==> config.mk <==
export PLATFORM = sky130hd
export DESIGN_NAME = epepo_top
export DESIGN_NICKNAME = d
export VERILOG_FILES = /design/src/epepo_pkg.sv /design/src/epepo_top.sv
export SDC_FILE = /design/constraint.sdc
export NUM_CORES = 1
export LEC_CHECK = 0
export BUFFER_PORTS_ARGS = -buffer_cell sky130_fd_sc_hd__buf_2
export CORE_UTILIZATION = 53
export CTS_CLUSTER_SIZE = 24
export DETAILED_ROUTE_END_ITERATION = 8
export PLACE_DENSITY = 0.78
export SYNTH_ARGS = -nofsm -noshare
export SYNTH_HDL_FRONTEND = slang
export SYNTH_SLANG_ARGS = --single-unit
==> constraint.sdc <==
create_clock -name pclk -period 3.2 [get_ports pclk]
set_clock_uncertainty 0.05 [all_clocks]
set_input_delay 0.32 -clock pclk [delete_from_list [all_inputs] [get_ports pclk]]
set_output_delay 0.32 -clock pclk [all_outputs]
set_load 0.01 [all_outputs]
==> src/epepo_pkg.sv <==
// Shared constants and types of the EEPROM program/erase/override sequencer
package epepo_pkg;
  // Register byte offsets
  localparam logic [7:0] OFS_STAT = 8'h00;
  localparam logic [7:0] OFS_IDX  = 8'h04;
  localparam logic [7:0] OFS_OPND = 8'h08;
  localparam logic [7:0] OFS_PFP  = 8'h0C;
  localparam logic [7:0] OFS_EEP  = 8'h10;
  localparam logic [7:0] OFS_PST  = 8'h14;
  // Status field positions
  localparam int B_COMMAND_COMPLETE_FLAG = 7;
  localparam int B_ACC  = 5;
  localparam int B_FPV  = 4;
  localparam int B_MG1  = 1;
  localparam int B_MG0  = 0;
  // EEPROM protection field layout
  localparam int B_EPEN = 7;
  localparam int EP_SHIFT = 5;
  // Command opcodes
  localparam logic [7:0] OP_PGM = 8'h11;
  localparam logic [7:0] OP_ERS = 8'h12;
  localparam logic [7:0] OP_OVR = 8'h13;
  // Operand index values
  localparam logic [2:0] IX_1 = 3'h1;
  localparam logic [2:0] IX_2 = 3'h2;
  localparam logic [2:0] IX_3 = 3'h3;
  localparam logic [2:0] IX_5 = 3'h5;
  localparam logic [15:0] KEY_ERASED = 16'hFFFF;
  localparam logic [7:0]  PROT_RST   = 8'h00;
  // Memory controller operations
  typedef enum logic [1:0] {
    MC_NONE  = 2'b00,
    MC_PGM   = 2'b01,
    MC_ERASE = 2'b10
  } epepo_mcop_e;
  // Request to the memory controller
  typedef struct packed {
    epepo_mcop_e op;
    logic [23:0] addr;
    logic [15:0] data;
  } epepo_mcreq_s;
  // Sequencer states
  typedef enum logic [2:0] {
    ST_IDLE  = 3'b000,
    ST_CHECK = 3'b001,
    ST_MEM   = 3'b010,
    ST_DONE  = 3'b011
  } epepo_state_e;
endpackage

==> src/epepo_top.sv <==
// APB-reached command sequencer for EEPROM program, sector erase and protection override
//
// Register access over APB and the placing of the registers are this design's own decisions.
`timescale 1ns/100ps
module epepo_top #(
  parameter logic [23:0] EE_BASE  = 24'h100000,
  parameter int          EE_BYTES = 2048,
  parameter int          SEC_BYTES = 4
) (
  input  wire logic                  pclk,
  input  wire logic                  presetn,
  input  wire logic                  psel,
  input  wire logic                  penable,
  input  wire logic                  pwrite,
  input  wire logic [7:0]            paddr,
  input  wire logic [31:0]           pwdata,
  output logic [31:0]                prdata,
  output logic                       pready,
  output logic                       pslverr,
  input  wire logic                  cmd_allowed,
  input  wire logic [15:0]           cfg_override_key,
  output epepo_pkg::epepo_mcreq_s    mc_req,
  output logic                       mc_valid,
  input  wire logic                  mc_done,
  input  wire logic                  mc_err_any,
  input  wire logic                  mc_err_fatal,
  output logic [7:0]                 pflash_protection_reg,
  output logic [7:0]                 eeprom_protection_reg
);
  localparam int AW = $clog2(EE_BYTES);
  // Sizes the offset arithmetic cannot serve are refused
  if (EE_BYTES < 16 || (EE_BYTES & (EE_BYTES - 1)) != 0) begin : g_bad_block
    $error("EE_BYTES must be a power of two of at least 16");
  end
  if (SEC_BYTES < 2 || (SEC_BYTES & (SEC_BYTES - 1)) != 0) begin : g_bad_sector
    $error("SEC_BYTES must be a power of two of at least 2");
  end
  if (SEC_BYTES > EE_BYTES) begin : g_bad_ratio
    $error("SEC_BYTES must not exceed EE_BYTES");
  end
  if ((EE_BASE & 24'(EE_BYTES - 1)) != 24'h0) begin : g_bad_base
    $error("EE_BASE must be block aligned");
  end

  epepo_pkg::epepo_state_e   state_r;
  logic                      command_complete_flag;
  logic                      access_error_flag;
  logic                      protection_violation_flag;
  logic                      verify_error_upper;
  logic                      verify_error_lower;
  logic                      override_active_bit;
  logic [2:0]                operand_index;
  logic [15:0]               command_operand_regs [0:5];
  logic [15:0]               save_buf_r;
  logic [2:0]                word_r;
  logic [2:0]                nwords_r;
  logic                      is_erase_r;

  // APB access decode
  logic wr_acc;
  logic rd_acc;
  logic hit;
  assign hit    = paddr inside {epepo_pkg::OFS_STAT, epepo_pkg::OFS_IDX, epepo_pkg::OFS_OPND,
                                epepo_pkg::OFS_PFP, epepo_pkg::OFS_EEP, epepo_pkg::OFS_PST};
  assign wr_acc = psel & penable & pwrite & hit;
  assign rd_acc = psel & penable & ~pwrite & hit;
  assign pready = 1'b1;
  assign pslverr = psel & penable & ~hit;

  // Launch: write one to the complete bit while idle
  logic launch;
  assign launch = wr_acc && paddr == epepo_pkg::OFS_STAT && pwdata[epepo_pkg::B_COMMAND_COMPLETE_FLAG]
                  && command_complete_flag;

  // Decoded command fields
  logic [7:0]    opc;
  logic [23:0]   gaddr;
  logic [AW-1:0] off;
  logic [2:0]    nwords;
  logic          in_block;
  logic          ee_prot;
  logic [AW:0]   prot_lim;
  logic [AW:0]   last_off;
  assign opc      = command_operand_regs[0][15:8];
  assign gaddr    = {command_operand_regs[0][7:0], command_operand_regs[1]};
  assign in_block = (gaddr & ~24'(EE_BYTES - 1)) == EE_BASE;
  assign off      = gaddr[AW-1:0];
  assign nwords   = operand_index - epepo_pkg::IX_1;
  assign last_off = {1'b0, off} + {{(AW-3){1'b0}}, nwords, 1'b0};
  assign prot_lim = (AW+1)'({eeprom_protection_reg[5:0], 5'h00}) + (AW+1)'(1 << epepo_pkg::EP_SHIFT);
  // Protected region grows upward from the block start
  assign ee_prot  = eeprom_protection_reg[epepo_pkg::B_EPEN] && {1'b0, off} < prot_lim;

  // Override key evaluation
  logic [1:0] sel;
  logic       key_ok;
  logic       restore;
  assign sel     = command_operand_regs[0][1:0];
  assign key_ok  = command_operand_regs[1] != epepo_pkg::KEY_ERASED
                   && cfg_override_key != epepo_pkg::KEY_ERASED
                   && command_operand_regs[1] == cfg_override_key;
  assign restore = ~key_ok;

  // Launch checks, evaluated in the check state
  logic acc_err;
  logic prot_err;
  always_comb begin
    acc_err  = ~cmd_allowed;
    prot_err = 1'b0;
    case (opc)
      epepo_pkg::OP_PGM: begin
        if (operand_index < epepo_pkg::IX_2 || operand_index > epepo_pkg::IX_5) begin
          acc_err = 1'b1;
        end
        if (!in_block || gaddr[0]) begin
          acc_err = 1'b1;
        end
        // The group may end exactly at the block end
        if (last_off > (AW+1)'(EE_BYTES)) begin
          acc_err = 1'b1;
        end
        prot_err = ee_prot;
      end
      epepo_pkg::OP_ERS: begin
        if (operand_index != epepo_pkg::IX_1 || !in_block || gaddr[0]) begin
          acc_err = 1'b1;
        end
        prot_err = ee_prot;
      end
      epepo_pkg::OP_OVR: begin
        if (!(operand_index inside {epepo_pkg::IX_1, epepo_pkg::IX_2, epepo_pkg::IX_3})) begin
          acc_err = 1'b1;
        end
        if (restore && !override_active_bit) begin
          acc_err = 1'b1;
        end
        if (sel == 2'b00 && (operand_index != epepo_pkg::IX_1 || key_ok)) begin
          acc_err = 1'b1;
        end
      end
      default: acc_err = 1'b1;
    endcase
  end

  // Sequencer state
  always_ff @(posedge pclk or negedge presetn) begin
    if (!presetn) begin
      state_r    <= epepo_pkg::ST_IDLE;
      word_r     <= 3'h0;
      nwords_r   <= 3'h0;
      is_erase_r <= 1'b0;
    end else begin
      case (state_r)
        epepo_pkg::ST_IDLE: begin
          if (launch) begin
            state_r <= epepo_pkg::ST_CHECK;
          end
        end
        epepo_pkg::ST_CHECK: begin
          // Latch word count; clean program and erase launches go to memory, overrides go to done
          word_r     <= 3'h0;
          nwords_r   <= nwords;
          is_erase_r <= opc == epepo_pkg::OP_ERS;
          if (acc_err || prot_err || opc == epepo_pkg::OP_OVR) begin
            state_r <= epepo_pkg::ST_DONE;
          end else begin
            state_r <= epepo_pkg::ST_MEM;
          end
        end
        epepo_pkg::ST_MEM: begin
          if (mc_done) begin
            word_r <= word_r + 3'h1;
            if (is_erase_r || word_r + 3'h1 == nwords_r) begin
              state_r <= epepo_pkg::ST_DONE;
            end
          end
        end
        epepo_pkg::ST_DONE: state_r <= epepo_pkg::ST_IDLE;
        default: state_r <= epepo_pkg::ST_IDLE;
      endcase
    end
  end

  // Request the sequencer wants to present next
  epepo_pkg::epepo_mcreq_s req_nxt;
  always_comb begin
    req_nxt.op   = epepo_pkg::MC_PGM;
    req_nxt.addr = gaddr + {20'h0, word_r, 1'b0};
    req_nxt.data = command_operand_regs[epepo_pkg::IX_2 + word_r];
    if (is_erase_r) begin
      req_nxt.op   = epepo_pkg::MC_ERASE;
      req_nxt.addr = gaddr & ~24'(SEC_BYTES - 1);
    end
  end

  // Registered request, reloaded every cycle
  always_ff @(posedge pclk or negedge presetn) begin
    if (!presetn) begin
      mc_req <= '0;
    end else begin
      mc_req <= req_nxt;
    end
  end
  // Valid only once the whole registered request matches, so a stale
  // operation or address left by the previous command is never offered
  assign mc_valid = state_r == epepo_pkg::ST_MEM && mc_req == req_nxt;

  // Complete flag: cleared by launch, set on leaving the done state
  always_ff @(posedge pclk or negedge presetn) begin
    if (!presetn) begin
      command_complete_flag <= 1'b1;
    end else if (launch) begin
      command_complete_flag <= 1'b0;
    end else if (state_r == epepo_pkg::ST_DONE) begin
      command_complete_flag <= 1'b1;
    end
  end

  // Error flags: write one to clear while idle; the launch check sets them
  logic err_clr;
  assign err_clr = wr_acc && paddr == epepo_pkg::OFS_STAT && command_complete_flag;
  always_ff @(posedge pclk or negedge presetn) begin
    if (!presetn) begin
      access_error_flag <= 1'b0;
    end else if (state_r == epepo_pkg::ST_CHECK && acc_err) begin
      access_error_flag <= 1'b1;
    end else if (err_clr && pwdata[epepo_pkg::B_ACC]) begin
      access_error_flag <= 1'b0;
    end
  end
  // Access error masks a protection violation
  always_ff @(posedge pclk or negedge presetn) begin
    if (!presetn) begin
      protection_violation_flag <= 1'b0;
    end else if (state_r == epepo_pkg::ST_CHECK && prot_err && !acc_err) begin
      protection_violation_flag <= 1'b1;
    end else if (err_clr && pwdata[epepo_pkg::B_FPV]) begin
      protection_violation_flag <= 1'b0;
    end
  end

  // Verify results: cleared by launch, gathered at each memory done
  always_ff @(posedge pclk or negedge presetn) begin
    if (!presetn) begin
      verify_error_upper <= 1'b0;
      verify_error_lower <= 1'b0;
    end else if (launch) begin
      verify_error_upper <= 1'b0;
      verify_error_lower <= 1'b0;
    end else if (state_r == epepo_pkg::ST_MEM && mc_done) begin
      if (mc_err_any) verify_error_upper <= 1'b1;
      if (mc_err_fatal) verify_error_lower <= 1'b1;
    end
  end

  // Override launch that passed its checks
  logic ovr_go;
  assign ovr_go = state_r == epepo_pkg::ST_CHECK && opc == epepo_pkg::OP_OVR && !acc_err;

  // P-Flash protection: restore, override, else direct writes
  always_ff @(posedge pclk or negedge presetn) begin
    if (!presetn) begin
      pflash_protection_reg <= epepo_pkg::PROT_RST;
    end else if (ovr_go && restore) begin
      pflash_protection_reg <= save_buf_r[15:8];
    end else if (ovr_go && sel[0]) begin
      pflash_protection_reg <= command_operand_regs[2][7:0];
    end else if (!ovr_go && wr_acc && paddr == epepo_pkg::OFS_PFP) begin
      pflash_protection_reg <= pwdata[7:0];
    end
  end

  // EEPROM protection: same priorities as the P-Flash register
  always_ff @(posedge pclk or negedge presetn) begin
    if (!presetn) begin
      eeprom_protection_reg <= epepo_pkg::PROT_RST;
    end else if (ovr_go && restore) begin
      eeprom_protection_reg <= save_buf_r[7:0];
    end else if (ovr_go && sel[1]) begin
      eeprom_protection_reg <= command_operand_regs[3][7:0];
    end else if (!ovr_go && wr_acc && paddr == epepo_pkg::OFS_EEP) begin
      eeprom_protection_reg <= pwdata[7:0];
    end
  end

  // Single-entry buffer, refilled by every granted override whose key matches (not by a restore)
  always_ff @(posedge pclk or negedge presetn) begin
    if (!presetn) begin
      save_buf_r <= {epepo_pkg::PROT_RST, epepo_pkg::PROT_RST};
    end else if (ovr_go && !restore) begin
      save_buf_r <= {pflash_protection_reg, eeprom_protection_reg};
    end
  end

  // Override-active bit follows the outcome of the last granted override
  always_ff @(posedge pclk or negedge presetn) begin
    if (!presetn) begin
      override_active_bit <= 1'b0;
    end else if (ovr_go) begin
      override_active_bit <= !restore;
    end
  end

  // Index and operand registers, writable only while idle
  always_ff @(posedge pclk or negedge presetn) begin
    if (!presetn) begin
      operand_index <= 3'h0;
      for (int i = 0; i < 6; i++) command_operand_regs[i] <= 16'h0000;
    end else if (wr_acc && command_complete_flag) begin
      if (paddr == epepo_pkg::OFS_IDX) operand_index <= pwdata[2:0];
      if (paddr == epepo_pkg::OFS_OPND && operand_index <= epepo_pkg::IX_5) begin
        command_operand_regs[operand_index] <= pwdata[15:0];
      end
    end
  end

  // Status byte built at the flag positions
  logic [7:0] status_byte;
  always_comb begin
    status_byte                    = 8'h00;
    status_byte[epepo_pkg::B_COMMAND_COMPLETE_FLAG] = command_complete_flag;
    status_byte[epepo_pkg::B_ACC]  = access_error_flag;
    status_byte[epepo_pkg::B_FPV]  = protection_violation_flag;
    status_byte[epepo_pkg::B_MG1]  = verify_error_upper;
    status_byte[epepo_pkg::B_MG0]  = verify_error_lower;
  end

  // Read data mux
  always_ff @(posedge pclk or negedge presetn) begin
    if (!presetn) begin
      prdata <= 32'h0;
    end else if (psel && !penable && !pwrite) begin
      case (paddr)
        epepo_pkg::OFS_STAT: prdata <= {24'h0, status_byte};
        epepo_pkg::OFS_IDX:  prdata <= {29'h0, operand_index};
        epepo_pkg::OFS_OPND: prdata <= operand_index <= epepo_pkg::IX_5
                                       ? {16'h0, command_operand_regs[operand_index]} : 32'h0;
        epepo_pkg::OFS_PFP:  prdata <= {24'h0, pflash_protection_reg};
        epepo_pkg::OFS_EEP:  prdata <= {24'h0, eeprom_protection_reg};
        epepo_pkg::OFS_PST:  prdata <= {31'h0, override_active_bit};
        default:             prdata <= 32'h0;
      endcase
    end
  end
  logic unused_rd;
  assign unused_rd = rd_acc;
endmodule // epepo_top

# [Word level (Yosys, flattened, before mapping)]
# Index checks and enable logic that the tools add are counted.
[word_totals] elab_cells=182 out_inout_bits=93 reg_bits=221 input_bits=65
[op_classes] n_lt_le_gt_ge=8 n_eq_ne=24 bitwise_logic=9 n_reduce_logical=65 add_sub_neg=6 n_mux=46
[ops] op="16-bit binary-select mux with 3-bit select" count=2
[ops] op="96-bit bitwise mux" count=1
[ops] op="16-bit two-way mux" count=6
[ops] op="16-bit one-hot mux with 6 select lines" count=1
[ops] op="16-bit demux with 3-bit select" count=1
[ops] op="8-bit two-way mux" count=6
[ops] op="42-bit == test" count=1
[ops] op="8-bit by 5-bit == test with 1-bit output, second input constant" count=5
[ops] op="16-bit inequality test, second input constant" count=2
[ops] op="1-bit logical AND" count=30
[ops] op="26-bit two-way mux" count=1
[ops] op="24-bit by 4-bit adder with 24-bit output" count=1
[ops] op="1-bit two-way mux" count=21
[ops] op="16-bit == test" count=1
[ops] op="8-bit by 4-bit == test with 1-bit output, second input constant" count=2
[ops] op="2-bit nonzero test" count=7
[ops] op="13-bit by 10-bit == test with 1-bit output, second input constant" count=1
[ops] op="11-bit by 4-bit adder with 12-bit output" count=1
[ops] op="11-bit by 6-bit adder with 12-bit output, second input constant" count=1
[ops] op="3-bit by 2-bit == test with 1-bit output, second input constant" count=4
[ops] op="12-bit > comparator, second input constant" count=1
[ops] op="11-bit by 12-bit < comparator with 1-bit output" count=1
[ops] op="3-bit two-way mux" count=4
[ops] op="2-bit AND reduction" count=5
[ops] op="28 further kinds" count=52

# [Logic depth before layout (Yosys ltp)]
[logic_depth] word_depth=16 mapped_depth=12 ltp_nobuf=11

# [Worst setup path after synthesis]
# OpenSTA, ideal clock, no wires.
[synth_path] kind="register -> output" startpoint="register command_operand_regs[65] in the netlist's numbering" endpoint="output port mc_valid" path_buffers=1 t_arrival_ns=2.986 required_ns=2.830 setup_slack_ns=-0.156 path_stages_with_launch=11 cell_sequence="dfrtp_1 ha_1 fa_1 a21oi_1 or3_1 buf_6 nor3_1 mux2_2 a2111oi_2 nand4_1 nor4_1"
[synth_between] elab_chain_cells=5 word_cells_on_any_way=7 classes_between="add/sub (1); eq/ne (1); mux (4); reduce/logical (1)"
[synth_rtl] item="from (decl)" line_no="epepo_top.sv:53" source="logic [15:0] command_operand_regs [0:5];"
[synth_rtl] item="from (signal, indexed assignment)" line_no="epepo_top.sv:312" source="command_operand_regs[operand_index] <= pwdata[15:0];"
[synth_rtl] item="branches (longest 3 deep; another with 24-bit by 4-bit adder with 24-bit output)"
[synth_rtl] item="42-bit == test *" line_no="epepo_top.sv:206" source="assign mc_valid = state_r == epepo_pkg::ST_MEM && mc_req == req_nxt;"
[synth_rtl] item="1-bit logical AND *" line_no="epepo_top.sv:206"
[synth_rtl] item="to (decl)" line_no="epepo_top.sv:23" source="output logic mc_valid,"
# Every way passes the cells marked *. The select of a mux whose other input is x is not followed.

# [Worst setup path in the final report]
# Ends and elaborated chain as after synthesis.

==> impl_metrics.ini <==
[setup_path]
cp_slowest_cell = or3_4
critPathBufInv = 1
crit_family = simple AND/OR/NAND/NOR gates
crit_required_ns = 2.83
crit_arrival_ns = 3.27
critPathLaunchType = flop
path_max_fanout = 6
worstPathCellList = ha_2, fa_2, a21oi_2, or3_4, nor3_4, mux2_4, a2111oi_4, nand4_1, nor4_2, buf_2
cp-end-kind = output port
crit_path_max_incr_delay_ns = 0.45
crit_type = reg -> out

[finish]
top_register = command_operand_regs
fill_cells = 1690
regArea_um2 = 5110
drive_gt1_share_pct = 38.9
nets = 1371
area_growth_pct = 19.2
final_cells = 1579
reg.largest.list = command_operand_regs (96), mc_req (42)
largest_reg_flops = 96
multi_input_area_um2 = 6850
design_area_um2 = 14700

[die]
pin_count = 158
die_h_um = 154
rows = 55
die_area_um2 = 23800
core_area_um2 = 22700
dieWidth_um = 154
initial_core_util_pct = 54.2

[clock_tree]
cts_buffer_depth = 3
root_buffer = clkbuf_16
cts_tree = built
clkLatencyLatePin_ns = 0.52
clkTransAtPathRegs_ns = 0.06
htree_levels = 1
numCtsBuffers = 23
clock-sinks = 204

[grt]
grt_max_degree = 69
grt_pass1_vias = 10100
grt_pass1_wl_mm = 57.5
grt_usage_pct = 31.4
overflow = 0
antenna_found_initial = 2

[status]
status = complete, but fails checks
violations = setup timing

[timing]
min_period_over_period_pct = 114
slew_viol_final = 0
worstMarginPinSlew_ns = 0.807
worst_slack_ns = -0.440
fin_crit_ns = 3.64
rsz0062_at_grt = yes
slew_headroom_pct = 46.1
finalHoldViolations = 0
finalSetupViolations = 1
holdWs_ns = 0.0580
fmax_mhz = 275

[power]
ir_drop_v = 0.000317
p_leak_nw = 7.06
total_power_mw = 7.06
p_per_area_nw_per_um2 = 481

[logic_synthesis]
yosysWarningCount = 0
synth_top_cell_by_area = dfrtp_1
synth_xor_area_share_pct = 6.52
synth_top_area_share_pct = 41.3
synth_most_common_cell = dfrtp_1
seq_area_frac_synth_pct = 41.5
synth_top_family_by_area = multiplexers
syn_area_um2 = 12300
syn_area_per_cell_um2 = 11.2
async_flop_share_pct = 100
synth.distinct_cells = 75
synthFlopType = dfrtp_1
muxShareOfSynthArea_pct = 22.3
synth.area.top_cells = dfrtp_1, mux2_2, xor2_1
synth_edf_count = 0
synth-simple-area-share_pct = 10.3
synth_fa_ha_area_share_pct = 2.97
synth_seq_cells = 204
synth_common_cells = dfrtp_1, mux2_2, nand2_1, xor2_1, nor2_1
synth_compound_area_share_pct = 11.2
syn_inst = 1099

[routing]
wl_per_cell_um = 23.7
post-route-drc-count = 0
drt_iter0_markers = 1073
vias = 10100
vias_per_cell = 6.39
wl_mm = 37.4
dr.pass1.iters = 6
final_antenna_net_count = 0

[placement]
pre_cts_slack_ns = -0.307
port-buffer-count = 124
post-dp-hpwl_mm = 26.6
place_inst = 1532
placedInstanceArea_um2 = 13700
finalWeightedCongestion = 0.936

[flow_run]
max-cap-violations = 0

[worst_hold_path]
hold_path.class = in -> reg
==> routing by layer <==
metal | GRT usage [%] | vias to the layer above | wire [um]
li1 | - | 4385 | -
met1 | 41.9 | 5036 | 14800
met2 | 50.2 | 564 | 17600
met3 | 5.60 | 106 | 3430
met4 | 14.4 | 2 | 1590
met5 | 0 | - | 13
==> repair_timing <==
action	4_1_cts	5_1_grt
cloned	0	0
buffers inserted	1	5
endpoints found under the setup margin	1	34
pin swaps	5	13
hold endpoints to repair	64	0
gates resized for setup	11	46
hold buffers	1	0
==> cell families (layout without fill, tap and decap cells) <==
family | after synthesis | after routing
multiplexers | 228 | 228
other | 2 | 18
buffers and inverters | 131 | 310
AND/OR/NAND/NOR | 235 | 235
AO/OA/AOI/OAI | 184 | 184
XOR/XNOR | 87 | 87
adder cells (fa/ha/maj) | 28 | 28
flip-flops | 204 | 204
==> per-stage QoR <==
| stage | setup TNS (ns) | utilization [%] |
|---|---|---|
| after global placement | -0.246 | 60.2 |
| after CTS | -0.547 | 63.6 |
| final | -0.440 | 64.6 |
| after floorplan | 0 | - |
| after global routing | -0.521 | 64.6 |
| after detailed placement | -0.307 | 60.2 |
==> power breakdown <==
| group | leakage, nW | internal [mW] | switching (mW) |
|---|---|---|---|
| combinational | 3.95 | 0.702 | 0.974 |
| sequential | 2.77 | 2.71 | 0.127 |
| clock | 0.346 | 1.48 | 1.07 |
==> path summary, 6_finish.rpt <==
path                                          startpoint                       end  slack [ns]  cells after the start
max in group asynchronous                        presetn                mc_req[41]        1.88                      3
worst max register to register  command_operand_regs[74]  pflash_protection_reg[7]        0.16                      8
worst min register to register             save_buf_r[4]             save_buf_r[4]        0.44                      1
worst max-delay path            command_operand_regs[65]                  mc_valid       -0.44                     10
worst min-delay path                        mc_err_fatal        verify_error_lower        0.06                      3
min in group asynchronous                        presetn                prdata[10]        0.32                      2
==> final cells by class <==
class,count,area share [%]
Multi-Input combinational cell,779,46.7
Sequential cell,204,34.8
Timing Repair Buffer,232,10.2
Clock buffer,35,4.43
Tap cell,285,2.43
Inverter,38,1.02
Clock inverter,5,0.367
Antenna cell,1,0.0171
==> worst reg2reg max path, stage by stage, from the launching register on <==
cell and delay [ns]:
dfrtp_1 0.63, nand4_1 0.18, buf_4 0.18, nor4_2 0.39
nand2_1 0.17, a21oi_1 0.21, o311a_4 0.24, mux2i_4 0.46
mux2_2 0.40
==> placed cells by master, fill, tap and decap left out, types with 11 or more instances in the layout <==
cell type,netlist,layout
a21oi_1,27,26
a221oi_1,29,22
a22o_1,13,13
a31oi_1,15,14
a41oi_1,17,17
buf_2,19,123
buf_4,19,101
clkbuf_16,0,23
conb_1,2,17
dfrtp_1,203,198
ha_1,26,24
inv_1,37,35
mux2_2,155,153
mux2i_1,43,43
mux4_2,19,19
nand2_1,59,59
nand3_1,18,18
nand4_1,11,11
nor2_1,47,42
nor3_1,18,16
o21ai_0,27,25
o31ai_1,18,18
xnor2_1,33,32
xor2_1,51,50
Note: power is estimated with default switching activity, not from simulation.
